**config.mk**
```make
export PLATFORM = sky130hd
export DESIGN_NAME = ahp_port
export DESIGN_NICKNAME = d
export VERILOG_FILES = /design/src/hdl/ahp_fifo.v /design/src/hdl/ahp_port.v
export VERILOG_INCLUDE_DIRS = /design/src /design/src/inc
export SDC_FILE = /design/constraint.sdc
export NUM_CORES = 1
export LEC_CHECK = 0
export BUFFER_PORTS_ARGS = -buffer_cell sky130_fd_sc_hd__buf_2
export CAP_MARGIN = 25
export CORE_UTILIZATION = 45
export CTS_BUF_LIST = sky130_fd_sc_hd__clkbuf_4 sky130_fd_sc_hd__clkbuf_8 sky130_fd_sc_hd__clkbuf_16
export DETAILED_ROUTE_END_ITERATION = 12
export PLACE_DENSITY_LB_ADDON = 0.15
export SYNTH_ARGS = -nofsm -noshare
export SYNTH_HDL_FRONTEND = slang
export SYNTH_SLANG_ARGS = --single-unit
```
**constraint.sdc**
```tcl
create_clock -name i_clk -period 10.95 [get_ports i_clk]
set_input_delay 1.6425 -clock i_clk [delete_from_list [all_inputs] [get_ports i_clk]]
set_output_delay 1.6425 -clock i_clk [all_outputs]
set_load 0.05 [all_outputs]
```
**src/inc/ahp_defs.vh**
```
// Purpose: Constants for the ADC parallel host port.
// Assumes: Control words are 10 bits wide.
// Notes:   Field positions refer to control register 1.
`ifndef AHP_DEFS_VH
`define AHP_DEFS_VH
`define AHP_CR_W          10
`define AHP_CR0_RST       10'h000
`define AHP_CR1_RST       10'h030
`define AHP_BIT_THR_LO    2
`define AHP_BIT_THR_HI    3
`define AHP_BIT_FORM      4
`define AHP_BIT_POL       5
`define AHP_BIT_COMBINED  6
`define AHP_REG_SEL_BIT   10
`endif

```
**src/hdl/ahp_fifo.v**
```verilog
// Purpose: Synchronous FIFO with valid/ready on both sides.
// Assumes: DEPTH is a power of two.
// Notes:   Count output exposes the fill level.
`default_nettype none
module ahp_fifo #(
   parameter WIDTH = 10,
   parameter DEPTH = 32,
   parameter AW    = 5
) (
   input  wire             i_clk,      // Clock
   input  wire             i_rst,      // Async reset
   input  wire [WIDTH-1:0] i_wdata,    // Write data
   input  wire             i_wvalid,   // Write valid
   output wire             o_wready,   // Not full
   output wire [WIDTH-1:0] o_rdata,    // Head word
   output wire             o_rvalid,   // Not empty
   input  wire             i_rready,   // Pop
   output wire [AW:0]      o_count     // Fill level
);
   reg [WIDTH-1:0] mem [0:DEPTH-1];
   reg [AW:0]      wp_r;
   reg [AW:0]      rp_r;
   wire            push;
   wire            pop;
   assign o_count  = wp_r - rp_r;
   assign o_wready = (o_count != DEPTH[AW:0]) || (DEPTH == 0);
   assign o_rvalid = (o_count != {(AW+1){1'b0}});
   assign push     = i_wvalid && o_wready;
   assign pop      = i_rready && o_rvalid;
   assign o_rdata  = mem[rp_r[AW-1:0]];
   always @(posedge i_clk) begin
      if (push) begin
         mem[wp_r[AW-1:0]] <= i_wdata;
      end
   end
   always @(posedge i_clk or posedge i_rst) begin
      if (i_rst) begin
         wp_r <= {(AW+1){1'b0}};
         rp_r <= {(AW+1){1'b0}};
      end else begin
         if (push) begin
            wp_r <= wp_r + 1'b1;
         end
         if (pop) begin
            rp_r <= rp_r + 1'b1;
         end
      end
   end
endmodule
`default_nettype wire

```
**src/hdl/ahp_port.v**
```verilog
// Purpose: Parallel host port of a two-input ADC with output FIFO and ready flag.
// Assumes: Host pins are asynchronous; conversion clock is sampled as a pin.
// Notes:   Strobes are formed after a three-stage synchroniser.
// How it works
// - Read strobe: all selects plus read, no write
// - Each read pops one word if the FIFO holds one and drives the bus; a read of an empty FIFO drives zero
// - Write strobe loads control register zero/one
// - Write pin may act as read/not-write
// - Separate mode uses read pin as read
// - Register1 bit6 picks combined; high means read
// - Register1 bit5 sets flag polarity
// - Register1 bit4 picks level or pulse
// - Flag asserts when threshold count reached
// - Level flag drops at first read
// - Recheck only after threshold reads done
// - Pulse lasts half a conversion clock
// - Bits 3:2 select threshold per channels
`include "ahp_defs.vh"
`default_nettype none
module ahp_port #(
   parameter DW    = 10,
   parameter DEPTH = 32,
   parameter AW    = 5
) (
   input  wire          i_clk,                 // 40 MHz clock
   input  wire          i_rst,                 // Async reset, active high
   input  wire          i_select_a_n,          // Low-active select pin
   input  wire          i_select_b,            // High-active select pin
   input  wire          i_rd_n,                // Read strobe pin, active low
   input  wire          i_wr_n,                // Write or read/not-write pin
   input  wire [DW-1:0] i_data,                // Data bus input
   output reg  [DW-1:0] o_data,                // Data bus output
   output reg           o_data_oe,             // Data bus drive enable
   input  wire          i_conversion_clock_in, // Conversion clock pin
   input  wire          i_two_channels,        // Two channels in use
   input  wire [DW-1:0] i_sample,              // Converted word
   input  wire          i_sample_valid,        // Converted word strobe
   output wire          o_sample_ready,        // FIFO can accept
   output reg           o_fifo_ready_flag,     // Data-available flag
   output reg  [DW-1:0] o_ctrl0,               // Control register 0
   output reg  [DW-1:0] o_ctrl1                // Control register 1
);
   // -------------------------------------------------------------
   // Pin synchronisers
   // -------------------------------------------------------------
   reg [2:0] sa_r;
   reg [2:0] sb_r;
   reg [2:0] rd_r;
   reg [2:0] wr_r;
   reg [2:0] cc_r;
   reg       sa_q;
   reg       sb_q;
   reg       rd_q;
   reg       wr_q;
   reg       cc_q;
   reg [DW-1:0] din_a_r;
   reg [DW-1:0] din_b_r;
   reg [DW-1:0] din_c_r;
   reg [DW-1:0] din_q;
   always @(posedge i_clk or posedge i_rst) begin
      if (i_rst) begin
         sa_r <= 3'h7;
         sb_r <= 3'h0;
         rd_r <= 3'h7;
         wr_r <= 3'h7;
         cc_r <= 3'h0;
         sa_q <= 1'b1;
         sb_q <= 1'b0;
         rd_q <= 1'b1;
         wr_q <= 1'b1;
         cc_q <= 1'b0;
         din_a_r <= {DW{1'b0}};
         din_b_r <= {DW{1'b0}};
         din_c_r <= {DW{1'b0}};
         din_q <= {DW{1'b0}};
      end else begin
         sa_r <= {sa_r[1:0], i_select_a_n};
         sb_r <= {sb_r[1:0], i_select_b};
         rd_r <= {rd_r[1:0], i_rd_n};
         wr_r <= {wr_r[1:0], i_wr_n};
         cc_r <= {cc_r[1:0], i_conversion_clock_in};
         din_a_r <= i_data;
         din_b_r <= din_a_r;
         din_c_r <= din_b_r;
         if (din_b_r == din_c_r) din_q <= din_c_r;
         if (sa_r[1] == sa_r[2]) sa_q <= sa_r[2];
         if (sb_r[1] == sb_r[2]) sb_q <= sb_r[2];
         if (rd_r[1] == rd_r[2]) rd_q <= rd_r[2];
         if (wr_r[1] == wr_r[2]) wr_q <= wr_r[2];
         if (cc_r[1] == cc_r[2]) cc_q <= cc_r[2];
      end
   end

   // -------------------------------------------------------------
   // Strobe formation
   // -------------------------------------------------------------
   wire sel      = !sa_q && sb_q;
   wire combined = o_ctrl1[`AHP_BIT_COMBINED];
   reg  rd_cond;
   reg  wr_cond;
   always @* begin
      if (combined) begin
         rd_cond = sel && wr_q;
         wr_cond = sel && !wr_q;
      end else begin
         rd_cond = sel && !rd_q && wr_q;
         wr_cond = sel && !wr_q && rd_q;
      end
   end
   wire rd_int = rd_cond && !wr_cond;
   wire wr_int = wr_cond && !rd_cond;
   reg  rd_int_r;
   reg  wr_int_r;
   wire rd_start = rd_int && !rd_int_r;
   wire rd_end   = !rd_int && rd_int_r;
   wire wr_end   = !wr_int && wr_int_r;

   // -------------------------------------------------------------
   // FIFO
   // -------------------------------------------------------------
   wire [DW-1:0] f_data;
   wire          f_valid;
   wire [AW:0]   f_count;
   ahp_fifo #(.WIDTH(DW), .DEPTH(DEPTH), .AW(AW)) u_fifo (
      .i_clk    (i_clk),
      .i_rst    (i_rst),
      .i_wdata  (i_sample),
      .i_wvalid (i_sample_valid),
      .o_wready (o_sample_ready),
      .o_rdata  (f_data),
      .o_rvalid (f_valid),
      .i_rready (rd_start),
      .o_count  (f_count)
   );

   // -------------------------------------------------------------
   // Threshold
   // -------------------------------------------------------------
   // threshold table
   function [AW:0] thr_of;
      input [1:0] code;
      input       two;
      begin
         case (code)
            2'h0:    thr_of = two ? 6'h02 : 6'h01;
            2'h1:    thr_of = 6'h04;
            2'h2:    thr_of = 6'h08;
            default: thr_of = two ? 6'h0c : 6'h0e;
         endcase
      end
   endfunction
   wire [AW:0] fifo_threshold =
      thr_of(o_ctrl1[`AHP_BIT_THR_HI:`AHP_BIT_THR_LO], i_two_channels);

   // -------------------------------------------------------------
   // Registers, read data and flag
   // -------------------------------------------------------------
   reg         cc_r2_q;
   reg [DW-1:0] wr_hold_r;
   wire        cc_rise   = cc_q && !cc_r2_q;
   reg         flag_act_r;
   reg         armed_r;
   reg [AW:0]  reads_left_r;
   reg         pulse_r;
   wire        trig      = (f_count >= fifo_threshold);
   wire        pulse_md  = o_ctrl1[`AHP_BIT_FORM];
   always @(posedge i_clk or posedge i_rst) begin
      if (i_rst) begin
         rd_int_r     <= 1'b0;
         wr_int_r     <= 1'b0;
         o_ctrl0      <= `AHP_CR0_RST;
         o_ctrl1      <= `AHP_CR1_RST;
         o_data       <= {DW{1'b0}};
         o_data_oe    <= 1'b0;
         cc_r2_q      <= 1'b0;
         flag_act_r   <= 1'b0;
         armed_r      <= 1'b1;
         reads_left_r <= {(AW+1){1'b0}};
         pulse_r      <= 1'b0;
         wr_hold_r    <= {DW{1'b0}};
         o_fifo_ready_flag <= 1'b0;
      end else begin
         rd_int_r <= rd_int;
         wr_int_r <= wr_int;
         cc_r2_q  <= cc_q;
         o_data_oe <= rd_int;
         if (rd_start) begin
            o_data <= f_valid ? f_data : {DW{1'b0}};
         end
         // The host may change the bus as soon as a select drops, clocks
         // before the synchronised strobe ends, so the word is held while
         // the strobe stands and written when it ends.
         // capture on strobe end
         if (wr_int) begin
            wr_hold_r <= din_q;
         end
         if (wr_end) begin
            if (wr_hold_r[`AHP_REG_SEL_BIT-1] == 1'b0) begin
               o_ctrl0 <= wr_hold_r;
            end else begin
               o_ctrl1 <= wr_hold_r;
            end
         end
         if (pulse_md) begin
            flag_act_r <= 1'b0;
            armed_r    <= 1'b1;
            if (cc_rise && trig && !pulse_r) begin
               pulse_r <= 1'b1;
            end else if (!cc_q) begin
               pulse_r <= 1'b0;
            end
         end else begin
            pulse_r <= 1'b0;
            if (armed_r && trig) begin
               flag_act_r   <= 1'b1;
               armed_r      <= 1'b0;
               reads_left_r <= fifo_threshold;
            end else if (!armed_r && rd_start) begin
               flag_act_r <= 1'b0;
            end
            if (!armed_r && rd_end) begin
               if (reads_left_r <= 6'h01) begin
                  armed_r <= 1'b1;
               end
               reads_left_r <= reads_left_r - 1'b1;
            end
         end
         o_fifo_ready_flag <= (pulse_md ? pulse_r : flag_act_r) ~^
                              o_ctrl1[`AHP_BIT_POL];
      end
   end
endmodule
`default_nettype wire

```
; ---- Yosys cells after proc, flatten, opt, wreduce, memory -nomap -nowiden
; Memories as Yosys holds them, arrays and structs flattened.
; Index checks and enable logic that the tools add are counted.
[word_totals]
mem_bits_rw = 320
mem_count = 1
output_inout_bits = 33
regBits = 124
elab_cells = 106
input_bits = 29
[mem_list]
columns = memory, words, word_bits, read_ports, rd_ports_with_merged_regs, wr, line
row1 = u_fifo.mem, 32, 10, 1, 0, 1, ahp_fifo.v:20  ; reg [WIDTH-1:0] mem [0:DEPTH-1];
[op_classes]
reduce_logical = 37
order_cmp = 2
n_eq_ne = 10
n_bitwise = 3
add_sub_neg = 4
n_mux = 21
[ops]
columns = op, n
row1 = $logic_and 1x1->1, 19
row2 = $mux 1, 15
row3 = $add 6x1->6 const B, 2
row4 = $mux 6, 2
row5 = $pmux 4 s3, 1
row6 = $logic_not 1->1, 11
row7 = $eq 10x10->1, 1
row8 = $mux 10, 1
row9 = $ge 6x6->1, 1
row10 = $le 6x1->1 const B, 1
row11 = $ne 6x6->1 const B, 1
row12 = $reduce_and 2->1, 3
row13 = $reduce_bool 6->1, 1
row14 = $sub 6x1->6 const B, 1
row15 = $sub 6x6->6, 1
row16 = $eq 1x1->1, 5
row17 = $mux 2, 2
row18 = $ne 3x2->1 const B, 1
row19 = $reduce_bool 3->1, 1
row20 = $eq 2x1->1 const B, 1
row21 = $eq 2x2->1 const B, 1
row22 = $logic_not 2->1, 1
row23 = $not 1->1, 2
row24 = $reduce_bool 2->1, 1
row25 = $xnor 1x1->1, 1

; ---- Longest topological paths before layout
[logic_depth]
ltp_word = 12
depth_mapped = 13
ltp_nobuf = 11

; ---- Hierarchy
; A second synthesis with hierarchy kept.
[hier_totals]
cells_unflattened = 902
area_unflattened_um2 = 17380.4
[modules_own_cells]
columns = mod, instances, area_each_um2, cells_each, seq_area_each_um2
row1 = ahp_fifo, 1, 13264.0, 621, 9909.5
row2 = ahp_port, 1, 4116.4, 281, 2821.5

; ---- Worst setup path before layout
; OpenSTA, ideal clock, no wires.
[synth_timing]
path_kind = flip-flop to output port
start = register u_fifo.rp_r[3]
end = output o_sample_ready
path_buffers = 4
required_time_ns = 9.308
path_stages_with_launch = 12
path_slack_ns = 6.464
arrival_time_ns = 2.843
path_cell_list = dfrtp_1 -> buf_2 -> inv_1 -> clkbuf_1 -> clkbuf_1 -> ha_1 -> and2_1 -> o21ai_1 -> o311a_1 -> nand4bb_4 -> buf_6 -> nand2b_1
[synth_between]
elab_chain_cells = 2
[synth_lines]
columns = item, line
row1 = "start, declared", ahp_fifo.v:22  ; reg [AW:0] rp_r;
row2 = "start signal, assigned", ahp_fifo.v:39  ; rp_r <= {(AW+1){1'b0}};
row3 = "start signal, assigned", ahp_fifo.v:45  ; rp_r <= rp_r + 1'b1;
row4 = $sub 6x6->6, ahp_fifo.v:25  ; assign o_count = wp_r - rp_r;
row5 = $ne 6x6->1, ahp_fifo.v:26  ; assign o_wready = (o_count != DEPTH[AW:0]) || (DEPTH == 0);
row6 = "end, declared", ahp_port.v:38  ; output wire o_sample_ready,
; No other way between the ends.

; ---- Final worst setup path
[layout_timing]
start = register u_fifo.rp_r[1]
end = output o_sample_ready
; Same word-level chain as after synthesis.

==> impl_metrics.csv <==
group,metric,value,unit
clocking,clk_latency,0.57,ns
clocking,postCtsHoldBufs,0,
pwr,switching_share,0.309,
sta,maxSlewViolCount,0,
setup_path,end_kind,"primary output",
synthesis,synth_top_area_share,0.551,
clocking,cts.reportedPaths.clkPinSlew,0.06,ns
place,dp.cells,1534,
clocking,cts_setup_buffers,0,
pwr,p_int,3350,uW
pwr,p_total,4840,uW
global_route,antenna_found_initial,0,
setup_path,worst_setup_path_start_kind,"flop",
synthesis,synthTopCellsByArea,"edfxtp_1, dfrtp_1, mux4_2, mux2_2, mux2i_1",
global_route,grt_start_max_net_pins,67,
pwr,p_seq_frac,0.432,
die,die_h,199,um
clocking,cts_tree,"built",
synthesis,synth_nets,1041,
pwr,p_switching,1490,uW
setup_path,cp_top_family,"flip-flops",
routing,drt-initial-drc-count,680,
setup_path,required,9.31,ns
setup_path,path_buf_inv,2,
setup_path,worstPathCellList,"clkinv_1 > ha_1 > and2b_1 > o2111ai_2 > o311a_1 > nand4bb_4 > nand2b_1 > buf_2",
die,ios,62,
sta,period_minus_slack,5.53,ns
die,die-area,39600,um^2
synthesis,syn_area_per_cell,17.5,um^2
routing,firstDrtPassIters,5,
synthesis,synth_cell_types,68,
place,place_ws,6.00,ns
global_route,track_usage,0.203,
synthesis,synth_seq_cells,444,
clocking,root_buffer,"clkbuf_16",
global_route,grt_pass1_vias,9270,
finish,antenna_cells,0,
sta,finalSetupTns,0,ns
synthesis,synth_largest_area_cell,"edfxtp_1",
finish,drive_above_1_share,0.254,
sta,period_share,0.505,
setup_path,critPathKind,"flop to primary output",
clocking,htreeDepth,2,
place,gp_congestion,0.924,
pwr,comb_power_share,0.245,
die,initial_core_util,0.460,
sta,setup_viol,0,
setup_path,slowest_delay,0.84,ns
routing,routed_wl,38.1,mm
status,status,"complete, no violations",
setup_path,cp.arrival,3.89,ns
synthesis,yosysMostFrequentCell,"edfxtp_1",
min_path,hold_path.class,"flop to flop",
routing,wl_per_cell,23.4,um
sta,worst_slack,5.42,ns
synthesis,ys_seq_area_frac,0.729,
synthesis,synthArstFlopShare,0.279,
pwr,powerDensity,244,nW/um^2
setup_path,slowest_stage,"dfrtp_4",
synthesis,synth_cells,995,
pwr,leakagePower,0.00713,uW
sta,grt_setup_unrepaired,"false",
setup_path,critPathMaxFanout,40,
sta,tightest_slew,0.984,ns
synthesis,synth_area,17500,um^2
clocking,numCtsBuffers,47,
routing,drc,0,
die,die_w,199,um
die,core,37900,um^2
place,port_buffers,60,
pwr,ir_drop,0.157,mV
finish,area_delta_synth_final,13.8,%
sta,maxClockFrequency,181,MHz
clocking,ctsResizeCount,0,
sta,hold_viol,0,
finish,fin_util,0.524,
routing,final_antenna_net_count,0,
routing,dr_total_vias,9040,
flow_run,drv_cap,0,
global_route,grt_pass1_wl,58.2,mm
finish,fin_cells,1629,
place,hpwl,24.0,mm
synthesis,synth-edff-count,320,
sta,slew_headroom,0.342,
setup_path,ff2ff_setup_slack,6.61,ns
die,row_count,71,
global_route,grt_overflow,0,
routing,routed_via_density,5.55,
pwr,p_clk_frac,0.322,
synthesis,synthFlopType,"edfxtp_1",
finish,finalNetCount,1125,
clocking,clock_sinks,444,
synthesis,ys_warn_count,0,
sta,skew,0.0160,ns
clocking,clockBufferDepth,3,
synthesis,synthTopCellsByCount,"edfxtp_1, dfrtp_1, nor2_1, mux4_2, mux2i_1",
metrics by stage:
step | area, um^2 | hold WS, ns
CTS | 19800 | 0.347
finish | 19900 | 0.341
global route | 19900 | 0.350
global placement | 18300 | 0.332
floorplan | 17500 | 0.331
detailed placement | 18300 | 0.335
metal layers:
layer	wire, um	vias to the layer above	track usage
li1	-	4049	-
met1	17700	4669	0.295
met2	17300	251	0.304
met3	1820	71	0.0329
met4	1290	0	0.0866
met5	0	-	0
state kept, by name, summed over array words and instances, names as in the netlist, 3 cells and up:
signal        count
o_data           10
u_fifo.mem      320
sa_r              3
sb_r              3
reads_left_r      6
o_ctrl0           9
u_fifo.wp_r       6
wr_r              3
rd_r              3
din_c_r          10
wr_hold_r        10
o_ctrl1          10
cc_r              3
din_a_r          10
din_b_r          10
din_q            10
u_fifo.rp_r       6
power groups by stage:
stage	Sequential (uW)	Combinational (uW)	Clock, uW
floorplan	2100	873	0
global placement	2120	1180	0
detailed placement	2130	1190	0
CTS	2100	1190	1600
global route	2110	1280	1660
finish	2090	1190	1560
area by class of cell:
cell class / instances / area, um^2
timing repair buffer: 77 / 438
inverter: 17 / 66.3
tap: 511 / 639
sequential: 444 / 12700
clock inverter: 24 / 205
fill: 3127 / 18100
clock buffer: 64 / 1330
multi-input combinational: 492 / 4440
kinds of logic after synthesis:
| logic type | after synthesis | synth area share |
|---|---|---|
| AO/OA/AOI/OAI | 115 | 0.0497 |
| AND/OR/NAND/NOR | 186 | 0.0546 |
| adder cells (fa/ha/maj) | 22 | 0.0151 |
| multiplexers | 141 | 0.121 |
| flip-flops | 444 | 0.729 |
| other | 1 | 0.000215 |
| buffers and inverters | 59 | 0.0162 |
| XOR/XNOR | 27 | 0.0135 |
final timing paths:
| path | from | to | depth (start not counted) |
|---|---|---|---|
| hold reg to reg | din_a_r[8] | din_b_r[8] | 0 |
| setup reg to reg | u_fifo.rp_r[1] | u_fifo.mem[10][8] | 9 |
| setup / recovery | u_fifo.rp_r[1] | o_sample_ready | 8 |
| max in group asynchronous | i_rst | u_fifo.rp_r[1] | 3 |
| min in group asynchronous | i_rst | o_ctrl1[7] | 2 |
| hold / removal | din_a_r[8] | din_b_r[8] | 0 |
worst reg2reg max path: stages (launching register included):
cell       delay, ns
dfrtp_4         0.84
clkinv_1        0.49
ha_1            0.48
and2b_1         0.20
o2111ai_2       0.23
o311a_1         0.31
nand4bb_4       0.31
o211ai_1        0.14
buf_4           0.21
nor2_1          0.75
cell usage in the layout, fill, tap and decap left out, drive strengths merged, types with 13 or more instances in the layout:
cell type    n
dfstp       15
clkinv      18
dfrtp      109
ha          17
mux2i       45
mux4        52
nand2       33
nor2b       13
a21oi       28
inv         20
edfxtp     320
o21ai       14
xnor2       23
a22oi       19
clkbuf      66
buf         75
nor3        25
nor2        65
mux2        44
Power figures use the tool's default switching activity.
